===== config.mk =====
export PLATFORM = sky130hd
export DESIGN_NAME = fcl_feedback
export DESIGN_NICKNAME = d
export VERILOG_FILES = /design/src/verilog/fcl_pulse_decoder.v /design/src/verilog/fcl_feedback.v
export VERILOG_INCLUDE_DIRS = /design/src /design/src/pkg
export SDC_FILE = /design/constraint.sdc
export NUM_CORES = 2
export LEC_CHECK = 0
export ABC_AREA = 1
export BUFFER_PORTS_ARGS = -buffer_cell sky130_fd_sc_hd__buf_2
export CORE_MARGIN = 8
export CORE_UTILIZATION = 25
export CTS_CLUSTER_DIAMETER = 120
export DETAILED_ROUTE_END_ITERATION = 10
export PLACE_DENSITY = 0.49
export SKIP_LAST_GASP = 1
export SYNTH_ARGS = -nofsm -noshare
export SYNTH_HDL_FRONTEND = slang
export SYNTH_SLANG_ARGS = --single-unit

===== constraint.sdc =====
create_clock -name clock -period 20.8 [get_ports clock]
set_input_delay 6.24 -clock clock [delete_from_list [all_inputs] [get_ports clock]]
set_output_delay 6.24 -clock clock [all_outputs]
set_load 0.01 [all_outputs]

===== src/pkg/fcl_regs.vh =====
// Register indices, reset values and timing constants of the closed-loop feedback block.
`ifndef FCL_REGS_VH
`define FCL_REGS_VH
// Register indices; the byte address on the bus is four times the index.
`define FCL_IDX_PERIOD 24'h25_0A01
`define FCL_IDX_MODE 24'h25_0A02
`define FCL_IDX_DIR 24'h25_0A03
`define FCL_IDX_FILTER 24'h25_0A04
`define FCL_IDX_MASTER 24'h25_0A05
`define FCL_IDX_SLAVE 24'h25_0A06
`define FCL_IDX_POS 24'h25_0A07
`define FCL_IDX_SPEED 24'h25_0A08
`define FCL_IDX_TOL 24'h25_0A09
`define FCL_IDX_FORMAT 24'h25_0803
`define FCL_IDX_PREGEAR 24'h25_0804
`define FCL_IDX_STATUS 24'h25_0AF0
// Reset values.
`define FCL_RST_FORMAT 8'h01
`define FCL_RST_DIR 8'h01
`define FCL_RST_FILTER 16'h000A
`define FCL_RST_TOL 8'h06
`define FCL_RST_MODE 8'h00
// Input pulse formats.
`define FCL_FMT_UPDOWN 8'h00
`define FCL_FMT_PULSEDIR 8'h01
`define FCL_FMT_QUAD 8'h02
// Closed-loop selector values.
`define FCL_MODE_NORMAL 8'h00
`define FCL_MODE_POS 8'h01
`define FCL_MODE_VELPOS 8'h02
// Status bit positions.
`define FCL_ST_LOOP 0
`define FCL_ST_INDEX 1
`define FCL_ST_DIR 2
// Timing: sample interval in nanoseconds and clock period in nanoseconds.
`define FCL_SAMPLE_NS 250000
`define FCL_CLOCK_NS 8
`define FCL_SAMPLE_CYCLES (`FCL_SAMPLE_NS / `FCL_CLOCK_NS)
// Speed samples in one millisecond.
`define FCL_SAMPLES_PER_MS (1000000 / `FCL_SAMPLE_NS)
// Bus responses.
`define FCL_RESP_OKAY 2'h0
`define FCL_RESP_SLVERR 2'h2
`endif


===== src/verilog/fcl_pulse_decoder.v =====
// Decoder that turns the pulse input lines into count steps for the selected format.
`timescale 1ns/100ps
`default_nettype none
`include "fcl_regs.vh"
module fcl_pulse_decoder (
  // Clock and reset.
  input wire clock,
  input wire resetn,
  // Pulse lines and active format.
  input wire line_a,
  input wire line_b,
  input wire [7:0] format,
  // Decoded step.
  output reg step,
  output reg step_up
);
  reg a_d; // Line A one cycle earlier.
  reg b_d; // Line B one cycle earlier.
  reg next_step; // Step in this cycle.
  reg next_up; // Direction of that step.

  // Decode edges according to the format.
  always @* begin
    next_step = 1'b0;
    next_up = 1'b1;
    case (format)
      `FCL_FMT_UPDOWN: begin
        // Rising edge on A counts up, on B counts down; both at once cancel.
        next_step = (line_a & ~a_d) ^ (line_b & ~b_d);
        next_up = line_a & ~a_d;
      end
      `FCL_FMT_QUAD: begin
        // One step per change of exactly one line; A leading B counts up.
        next_step = (line_a ^ a_d) ^ (line_b ^ b_d);
        next_up = line_a ^ b_d;
      end
      default: begin
        // Pulse on A, direction level on B.
        next_step = line_a & ~a_d;
        next_up = line_b;
      end
    endcase
  end

  // Register the line history and the decoded step.
  always @(posedge clock or negedge resetn) begin
    if (!resetn) begin
      a_d <= 1'b0;
      b_d <= 1'b0;
      step <= 1'b0;
      step_up <= 1'b1;
    end else begin
      a_d <= line_a;
      b_d <= line_b;
      step <= next_step;
      step_up <= next_up;
    end
  end
endmodule // fcl_pulse_decoder
`default_nettype wire


===== src/verilog/fcl_feedback.v =====
// Full closed-loop external encoder feedback with its AXI4-Lite register file.
`timescale 1ns/100ps
`default_nettype none
`include "fcl_regs.vh"
module fcl_feedback #(
  parameter SAMPLE_CYCLES = `FCL_SAMPLE_CYCLES
) (
  // Clock and reset.
  input wire clock,
  input wire resetn,
  // Pulse input port and motor feedback.
  input wire line_a,
  input wire line_b,
  input wire line_index,
  input wire [15:0] motor_speed,
  input wire [7:0] saved_format,
  // Block status.
  output reg pulse_cmd_enable,
  output reg loop_fault,
  // AXI4-Lite write channels.
  input wire [31:0] s_axi_awaddr,
  input wire s_axi_awvalid,
  output reg s_axi_awready,
  input wire [31:0] s_axi_wdata,
  input wire [3:0] s_axi_wstrb,
  input wire s_axi_wvalid,
  output reg s_axi_wready,
  output reg [1:0] s_axi_bresp,
  output reg s_axi_bvalid,
  input wire s_axi_bready,
  // AXI4-Lite read channels.
  input wire [31:0] s_axi_araddr,
  input wire s_axi_arvalid,
  output reg s_axi_arready,
  output reg [31:0] s_axi_rdata,
  output reg [1:0] s_axi_rresp,
  output reg s_axi_rvalid,
  input wire s_axi_rready
);
  // Software-visible settings.
  reg [31:0] index_period;
  reg [7:0] loop_mode;
  reg [7:0] ext_direction;
  reg [15:0] err_filter;
  reg [15:0] check_master;
  reg [15:0] check_slave;
  reg [7:0] ratio_tolerance_percent;
  reg [7:0] input_pulse_format;
  reg [31:0] pre_gear_pulse_count;
  // Format in use, fixed from one restart to the next.
  reg [7:0] active_format;
  reg format_loaded;
  // Position, speed and sample timing.
  reg [31:0] live_position;
  reg [31:0] external_position;
  reg [31:0] sample_position;
  reg [15:0] external_speed;
  reg [31:0] sample_count;
  reg sample_tick;
  // Index check state.
  reg [31:0] index_steps;
  reg index_seen;
  reg index_d;
  // Fault filters and sticky status.
  reg [17:0] dir_count;
  reg [17:0] ratio_count;
  reg [2:0] status;
  // Bus holding registers.
  reg aw_held;
  reg w_held;
  reg [23:0] w_index;
  reg w_addr_ok;
  reg [31:0] w_data;
  reg [3:0] w_strb;
  // Decoder outputs.
  wire step;
  wire step_up;

  // Turn the pulse lines into steps with the format that was active at restart.
  fcl_pulse_decoder u_decoder (
    .clock(clock),
    .resetn(resetn),
    .line_a(line_a),
    .line_b(line_b),
    .format(active_format),
    .step(step),
    .step_up(step_up)
  );

  // Merge a bus write into a stored word under the byte strobes.
  function [31:0] merge;
    input [31:0] old_value;
    input [31:0] new_value;
    input [3:0] strb;
    integer i;
    begin
      merge = old_value;
      for (i = 0; i < 4; i = i + 1) begin
        if (strb[i]) begin
          merge[i*8 +: 8] = new_value[i*8 +: 8];
        end
      end
    end
  endfunction

  // Magnitude of a signed 16-bit speed.
  function [15:0] magnitude;
    input [15:0] value;
    begin
      magnitude = value[15] ? (~value + 16'h0001) : value;
    end
  endfunction

  // Write handshake, decode and effects.
  wire do_write = aw_held & w_held & ~s_axi_bvalid;
  wire hit = do_write & w_addr_ok;
  wire is_pregear = hit && (w_index == `FCL_IDX_PREGEAR);
  wire is_status = hit && (w_index == `FCL_IDX_STATUS);
  // The step adjusted by the direction setting: 1 keeps the wiring sense.
  wire count_up = step_up ^ ~ext_direction[0];
  // Ratio check products and tolerance comparison.
  wire [15:0] ext_mag = magnitude(external_speed);
  wire [15:0] motor_mag = magnitude(motor_speed);
  wire [31:0] ext_scaled = ext_mag * check_slave;
  wire [31:0] motor_scaled = motor_mag * check_master;
  wire [31:0] scaled_diff = (ext_scaled > motor_scaled) ? ext_scaled - motor_scaled : motor_scaled - ext_scaled;
  wire [39:0] tol_limit = motor_scaled * ratio_tolerance_percent;
  wire ratio_on = (loop_mode == `FCL_MODE_VELPOS) && (check_master != 16'h0000) && (check_slave != 16'h0000);
  wire ratio_bad = ratio_on && ({scaled_diff, 8'h00} > tol_limit);
  // Opposite signs with both encoders moving.
  wire dir_bad = (loop_mode != `FCL_MODE_NORMAL) && (external_speed != 16'h0000)
    && (motor_speed != 16'h0000) && (external_speed[15] != motor_speed[15]);
  // Detection time in samples.
  wire [17:0] filter_samples = {err_filter, 2'b00};
  wire index_rise = line_index & ~index_d;

  // Catch the saved format once after reset release; later writes wait for a restart.
  always @(posedge clock or negedge resetn) begin
    if (!resetn) begin
      active_format <= `FCL_RST_FORMAT;
      format_loaded <= 1'b0;
    end else if (!format_loaded) begin
      active_format <= saved_format;
      format_loaded <= 1'b1;
    end
  end

  // Settings registers written over the bus.
  always @(posedge clock or negedge resetn) begin
    if (!resetn) begin
      index_period <= 32'h0000_0000;
      loop_mode <= `FCL_RST_MODE;
      ext_direction <= `FCL_RST_DIR;
      err_filter <= `FCL_RST_FILTER;
      check_master <= 16'h0000;
      check_slave <= 16'h0000;
      ratio_tolerance_percent <= `FCL_RST_TOL;
      input_pulse_format <= `FCL_RST_FORMAT;
    end else if (!format_loaded) begin
      input_pulse_format <= saved_format;
    end else if (hit) begin
      case (w_index)
        `FCL_IDX_PERIOD: index_period <= merge(index_period, w_data, w_strb);
        `FCL_IDX_MODE: loop_mode <= w_strb[0] ? w_data[7:0] : loop_mode;
        `FCL_IDX_DIR: ext_direction <= w_strb[0] ? w_data[7:0] : ext_direction;
        `FCL_IDX_FILTER: err_filter <= {w_strb[1] ? w_data[15:8] : err_filter[15:8],
          w_strb[0] ? w_data[7:0] : err_filter[7:0]};
        `FCL_IDX_MASTER: check_master <= {w_strb[1] ? w_data[15:8] : check_master[15:8],
          w_strb[0] ? w_data[7:0] : check_master[7:0]};
        `FCL_IDX_SLAVE: check_slave <= {w_strb[1] ? w_data[15:8] : check_slave[15:8],
          w_strb[0] ? w_data[7:0] : check_slave[7:0]};
        `FCL_IDX_TOL: ratio_tolerance_percent <= w_strb[0] ? w_data[7:0] : ratio_tolerance_percent;
        `FCL_IDX_FORMAT: input_pulse_format <= w_strb[0] ? w_data[7:0] : input_pulse_format;
        default: begin
          // Other indices hold counters or status and are handled elsewhere.
        end
      endcase
    end
  end

  // Raw pulse count before gearing; a bus write replaces it, usually with zero.
  always @(posedge clock or negedge resetn) begin
    if (!resetn) begin
      pre_gear_pulse_count <= 32'h0000_0000;
    end else if (is_pregear) begin
      pre_gear_pulse_count <= merge(pre_gear_pulse_count, w_data, w_strb);
    end else if (step) begin
      pre_gear_pulse_count <= step_up ? pre_gear_pulse_count + 32'h0000_0001
        : pre_gear_pulse_count - 32'h0000_0001;
    end
  end

  // Live position and the sample timer that publishes position and speed.
  always @(posedge clock or negedge resetn) begin
    if (!resetn) begin
      live_position <= 32'h0000_0000;
      external_position <= 32'h0000_0000;
      sample_position <= 32'h0000_0000;
      external_speed <= 16'h0000;
      sample_count <= 32'h0000_0000;
      sample_tick <= 1'b0;
    end else begin
      if (step) begin
        live_position <= count_up ? live_position + 32'h0000_0001 : live_position - 32'h0000_0001;
      end
      sample_tick <= 1'b0;
      if (sample_count >= SAMPLE_CYCLES - 1) begin
        sample_count <= 32'h0000_0000;
        sample_tick <= 1'b1;
        external_position <= live_position;
        external_speed <= live_position[15:0] - sample_position[15:0];
        sample_position <= live_position;
      end else begin
        sample_count <= sample_count + 32'h0000_0001;
      end
    end
  end

  // Count steps between index rises and compare with the configured period.
  always @(posedge clock or negedge resetn) begin
    if (!resetn) begin
      index_d <= 1'b0;
      index_seen <= 1'b0;
      index_steps <= 32'h0000_0000;
    end else begin
      index_d <= line_index;
      if (index_rise) begin
        index_seen <= 1'b1;
        index_steps <= 32'h0000_0000;
      end else if (step) begin
        index_steps <= index_steps + 32'h0000_0001;
      end
    end
  end

  // Fault filters run once per sample; a clear by software loses to a new fault.
  always @(posedge clock or negedge resetn) begin
    if (!resetn) begin
      dir_count <= 18'h0_0000;
      ratio_count <= 18'h0_0000;
      status <= 3'b000;
    end else begin
      if (sample_tick) begin
        dir_count <= dir_bad ? ((dir_count == 18'h3_FFFF) ? dir_count : dir_count + 18'h0_0001) : 18'h0_0000;
        ratio_count <= ratio_bad ? ((ratio_count == 18'h3_FFFF) ? ratio_count : ratio_count + 18'h0_0001)
          : 18'h0_0000;
      end
      status[`FCL_ST_LOOP] <= (status[`FCL_ST_LOOP] & ~(is_status & w_strb[0] & w_data[`FCL_ST_LOOP]))
        | (dir_bad && dir_count >= filter_samples)
        | (ratio_bad && ratio_count >= filter_samples);
      status[`FCL_ST_DIR] <= (status[`FCL_ST_DIR] & ~(is_status & w_strb[0] & w_data[`FCL_ST_DIR]))
        | (dir_bad && dir_count >= filter_samples);
      status[`FCL_ST_INDEX] <= (status[`FCL_ST_INDEX] & ~(is_status & w_strb[0] & w_data[`FCL_ST_INDEX]))
        | (dir_bad && dir_count >= filter_samples)
        | (index_rise && index_seen && (index_period != 32'h0000_0000) && (index_steps != index_period));
    end
  end

  // Block status outputs: the pulse port serves only feedback in closed loop.
  always @(posedge clock or negedge resetn) begin
    if (!resetn) begin
      pulse_cmd_enable <= 1'b1;
      loop_fault <= 1'b0;
    end else begin
      pulse_cmd_enable <= (loop_mode == `FCL_MODE_NORMAL);
      loop_fault <= |status;
    end
  end

  // Write channels: hold address and data in either order, answer once both arrived.
  always @(posedge clock or negedge resetn) begin
    if (!resetn) begin
      s_axi_awready <= 1'b1;
      s_axi_wready <= 1'b1;
      s_axi_bvalid <= 1'b0;
      s_axi_bresp <= `FCL_RESP_OKAY;
      aw_held <= 1'b0;
      w_held <= 1'b0;
      w_index <= 24'h00_0000;
      w_addr_ok <= 1'b0;
      w_data <= 32'h0000_0000;
      w_strb <= 4'h0;
    end else begin
      if (s_axi_awvalid && s_axi_awready) begin
        s_axi_awready <= 1'b0;
        aw_held <= 1'b1;
        w_index <= s_axi_awaddr[25:2];
        w_addr_ok <= (s_axi_awaddr[31:26] == 6'h00) && (s_axi_awaddr[25:2] != `FCL_IDX_POS)
          && (s_axi_awaddr[25:2] != `FCL_IDX_SPEED) && writable(s_axi_awaddr[25:2]);
      end
      if (s_axi_wvalid && s_axi_wready) begin
        s_axi_wready <= 1'b0;
        w_held <= 1'b1;
        w_data <= s_axi_wdata;
        w_strb <= s_axi_wstrb;
      end
      if (do_write) begin
        aw_held <= 1'b0;
        w_held <= 1'b0;
        s_axi_bvalid <= 1'b1;
        s_axi_bresp <= w_addr_ok ? `FCL_RESP_OKAY : `FCL_RESP_SLVERR;
      end else if (s_axi_bvalid && s_axi_bready) begin
        s_axi_bvalid <= 1'b0;
        s_axi_awready <= 1'b1;
        s_axi_wready <= 1'b1;
      end
    end
  end

  // Indices that accept a write.
  function writable;
    input [23:0] idx;
    begin
      case (idx)
        `FCL_IDX_PERIOD, `FCL_IDX_MODE, `FCL_IDX_DIR, `FCL_IDX_FILTER, `FCL_IDX_MASTER, `FCL_IDX_SLAVE,
        `FCL_IDX_TOL, `FCL_IDX_FORMAT, `FCL_IDX_PREGEAR, `FCL_IDX_STATUS: writable = 1'b1;
        default: writable = 1'b0;
      endcase
    end
  endfunction

  // Read multiplexer; unmapped addresses answer zero with an error.
  reg [31:0] next_rdata;
  reg [1:0] next_rresp;
  always @* begin
    next_rdata = 32'h0000_0000;
    next_rresp = `FCL_RESP_OKAY;
    if (s_axi_araddr[31:26] != 6'h00) begin
      next_rresp = `FCL_RESP_SLVERR;
    end else begin
      case (s_axi_araddr[25:2])
        `FCL_IDX_PERIOD: next_rdata = index_period;
        `FCL_IDX_MODE: next_rdata = {24'h00_0000, loop_mode};
        `FCL_IDX_DIR: next_rdata = {24'h00_0000, ext_direction};
        `FCL_IDX_FILTER: next_rdata = {16'h0000, err_filter};
        `FCL_IDX_MASTER: next_rdata = {16'h0000, check_master};
        `FCL_IDX_SLAVE: next_rdata = {16'h0000, check_slave};
        `FCL_IDX_POS: next_rdata = external_position;
        `FCL_IDX_SPEED: next_rdata = {16'h0000, external_speed};
        `FCL_IDX_TOL: next_rdata = {24'h00_0000, ratio_tolerance_percent};
        `FCL_IDX_FORMAT: next_rdata = {24'h00_0000, input_pulse_format};
        `FCL_IDX_PREGEAR: next_rdata = pre_gear_pulse_count;
        `FCL_IDX_STATUS: next_rdata = {29'h0000_0000, status};
        default: next_rresp = `FCL_RESP_SLVERR;
      endcase
    end
  end

  // Read channels: one read at a time, data one cycle after the address is taken.
  always @(posedge clock or negedge resetn) begin
    if (!resetn) begin
      s_axi_arready <= 1'b1;
      s_axi_rvalid <= 1'b0;
      s_axi_rdata <= 32'h0000_0000;
      s_axi_rresp <= `FCL_RESP_OKAY;
    end else if (s_axi_arvalid && s_axi_arready) begin
      s_axi_arready <= 1'b0;
      s_axi_rvalid <= 1'b1;
      s_axi_rdata <= next_rdata;
      s_axi_rresp <= next_rresp;
    end else if (s_axi_rvalid && s_axi_rready) begin
      s_axi_rvalid <= 1'b0;
      s_axi_arready <= 1'b1;
    end
  end
endmodule // fcl_feedback
`default_nettype wire


==> run summary <==
Initial antenna violation count = 10
Critical path capture point type = register
Synth cell types = 72
Critical Path AT = 19.57 ns
Per-cell routed wire length = 19.25 um
DRT Wirelength = 214000 um
Relative slew slack = 0.2072
Die height = 497.3 um
Maximum clock frequency = 0.05239 GHz
Reg2Reg Depth = 43
Status = finished, final reports clean
Die width = 497.3 um
Synth warnings = 0
1st-pass router iterations = 7
RSZ-0062 raised after global routing = no
Slowest stage cell, crit path = fa_1
Number of synthesized flops with an enable pin = 0
Root Driver = clkbuf_16
Syn Inst Count = 7960
Ranking of synthesized cells by area = fa_1 (20%), dfrtp_1 (19%), nand2_1 (13%)
Post-CTS Setup Repair Bufs = 0
Via Count = 52240
Worst Hold Class = register to register
Vias/cell = 4.698
Worst-path fanout max = 18
RePlAce Congestion = 0.9195
Area fraction in compound gates after synthesis = 0.1036
CTS Hold Bufs = 0
Largest area contributor in the netlist = fa_1
Fin crit share = 0.9178
Finished layout cell area = 0.06385 sq mm
Setup_tns = 0 ns
Final Hold Vio Count = 0
Transition time at the pin with the least slew margin = 1.188 ns
Boundary Pins = 177
Leakage = 0.03236 uW
TritonCTS clock tree = yes
Register bit total from synthesis = 447
Post-Place Cell Area = 0.06210 sq mm
Final worst slack = 1.711 ns
Simple-gate share of the synthesized area = 0.2570
Worst Setup Path Type = input port to register
Layout Nets = 9235
Iter 0 DRT Violations = 3735
Crit start category = input port
Longest Clk Path Bufs = 3
Multiplexer share of the synthesized area = 0
Starting Density = 0.2516
Max_cap viols = 0
Fill cells = 25330
Sequential share of the synthesized area = 0.1934
Largest net degree at the start of global routing = 161
Grt ovf = 0
Ys async rst share = 1.000
PwrDens = 58.69 mW/mm^2
Core area = 0.2301 sq mm
CP most frequent cell = fa_1
Adder-Cell Fraction of Synth Area = 0.3022
Num rows = 176
Clock net sink count = 447
Ys flop type = dfrtp_1
Worst EP required = 21.28 ns
Drt drc = 0
CTS Buf Count = 49
Multi-input gate area = 0.04040 sq mm
Post-synth top area share = 0.1981
First-pass GRT wire length = 324000 um
Post_cts resized = 0
Most common cell in the netlist = nand2_1
Post-Synth XOR/XNOR Area = 0.03308
Cell Area, Synth = 0.05791 sq mm
GRT Total Usage = 0.1666
Area delta synth->final = 10.27%
Slew Viols, Final = 0
# setup viols final = 0
H-tree levels = 2
PortBufs = 170
Pre-CTS WS = 1.041 ns
Vias in the first global route = 52600
Clock Latency Late Sink = 0.62 ns
Share of cells above drive strength 1 = 0.06506
Minimum clock period = 19.09 ns
Worst hold path depth = 2
Die area = 0.2473 sq mm
ANT nets after route = 0
Largest family of logic cells by synthesized area = adder cells
Worst Skew = 0.03596 ns
DP HPWL = 177000 um
Register area = 0.01120 sq mm
Peak supply drop = 0.08677 mV
Synth cell count leaders = nand2_1 (1959), inv_1 (1400), nor2_1 (834)
Critical path's largest stage delay = 0.64 ns
Clock transition at path regs = 0.06 ns
Syn Area/Cell = 7.275 sq um
[state kept, by name (all words and copies together), names as in the netlist, 24 cells and up]
| name | cells |
|---|---|
| s_axi_rdata | 32 |
| index_period | 32 |
| live_position | 32 |
| w_index | 24 |
| index_steps | 32 |
| sample_count | 32 |
| pre_gear_pulse_count | 32 |
| sample_position | 32 |
| w_data | 32 |
[worst paths after layout]
kind	from	end	slack [ns]
worst max-delay path	motor_speed[0]	status[0]	1.71
worst min-delay path	index_seen	index_seen	0.46
worst max register to register	check_master[1]	status[0]	8.01
worst min register to register	index_seen	index_seen	0.46
max in group asynchronous	resetn	err_filter[13]	12.69
min in group asynchronous	resetn	sample_position[28]	5.70
[critical path: cells and delay by family]
kind                     cells  cell delay, ns
AND/OR/NAND/NOR             19            3.13
AO/OA/AOI/OAI                8            2.18
adder cells (fa/ha/maj)     14            6.40
buffers and inverters        9            1.13
XOR/XNOR                     2            0.46
[metal layers]
metal  share of wire  track usage
met5               0            0
met4           0.039      0.05736
met3           0.043      0.01402
met2            0.47       0.2836
met1            0.45       0.2222
[cell type report]
class / instances / share of cell area
multi-input cells: 5878 / 0.6327
flip-flops and latches: 447 / 0.1754
inverters: 1444 / 0.08489
well taps: 3026 / 0.05930
clock buffers: 63 / 0.02144
repair buffers: 226 / 0.02026
clock inverters: 27 / 0.005702
diodes: 8 / 0.0003135
[report_power, final]
group          switching (uW)  internal [uW]  leakage, uW
clock                     396            566     0.000855
combinational            1120            467       0.0257
sequential                146           1050      0.00578
total                    1660           2080       0.0324
[logic make-up (layout without fill, tap and decap cells)]
family,Yosys count,after routing
and+or+nand+nor,3529,3529
AOI/OAI and AO/OA,1072,1072
adders and majority gates,1055,1055
other,2,28
buffers and inverters,1653,1760
xor gates and xnor gates,202,202
DFF,447,447
[placed cells by master (no fill, tap or decap), drive strengths merged, types with 16 or more instances in the layout]
| cell | Yosys | layout |
|---|---|---|
| conb | 2 | 20 |
| nor3 | 119 | 119 |
| o21a | 23 | 23 |
| nor2 | 859 | 859 |
| xnor2 | 65 | 65 |
| buf | 81 | 226 |
| xor2 | 137 | 137 |
| clkbuf | 128 | 63 |
| o21ai | 490 | 490 |
| nand2 | 1998 | 1998 |
| a21oi | 355 | 355 |
| a31oi | 16 | 16 |
| fa | 573 | 573 |
| o21bai | 30 | 30 |
| nand3 | 330 | 330 |
| or2 | 30 | 30 |
| o211ai | 28 | 28 |
| dfrtp | 435 | 435 |
| clkinv | 10 | 21 |
| inv | 1434 | 1439 |
| nor4 | 42 | 42 |
| o22ai | 51 | 51 |
| ha | 482 | 482 |
| nand3b | 24 | 24 |
| nand4 | 113 | 113 |
| a21o | 29 | 29 |
[per-stage QoR]
step	utilization	instances	power, uW	hold WS [ns]
floorplan	-	7978	2232	0.4232
CTS	0.2774	11110	3773	0.4590
global route	0.2774	11120	4015	0.4969
finish	0.2775	11120	3748	0.4590
global placement	0.2699	11020	2779	0.4399
detailed placement	0.2699	11020	2793	0.4430
Power figures use the tool's default switching activity.
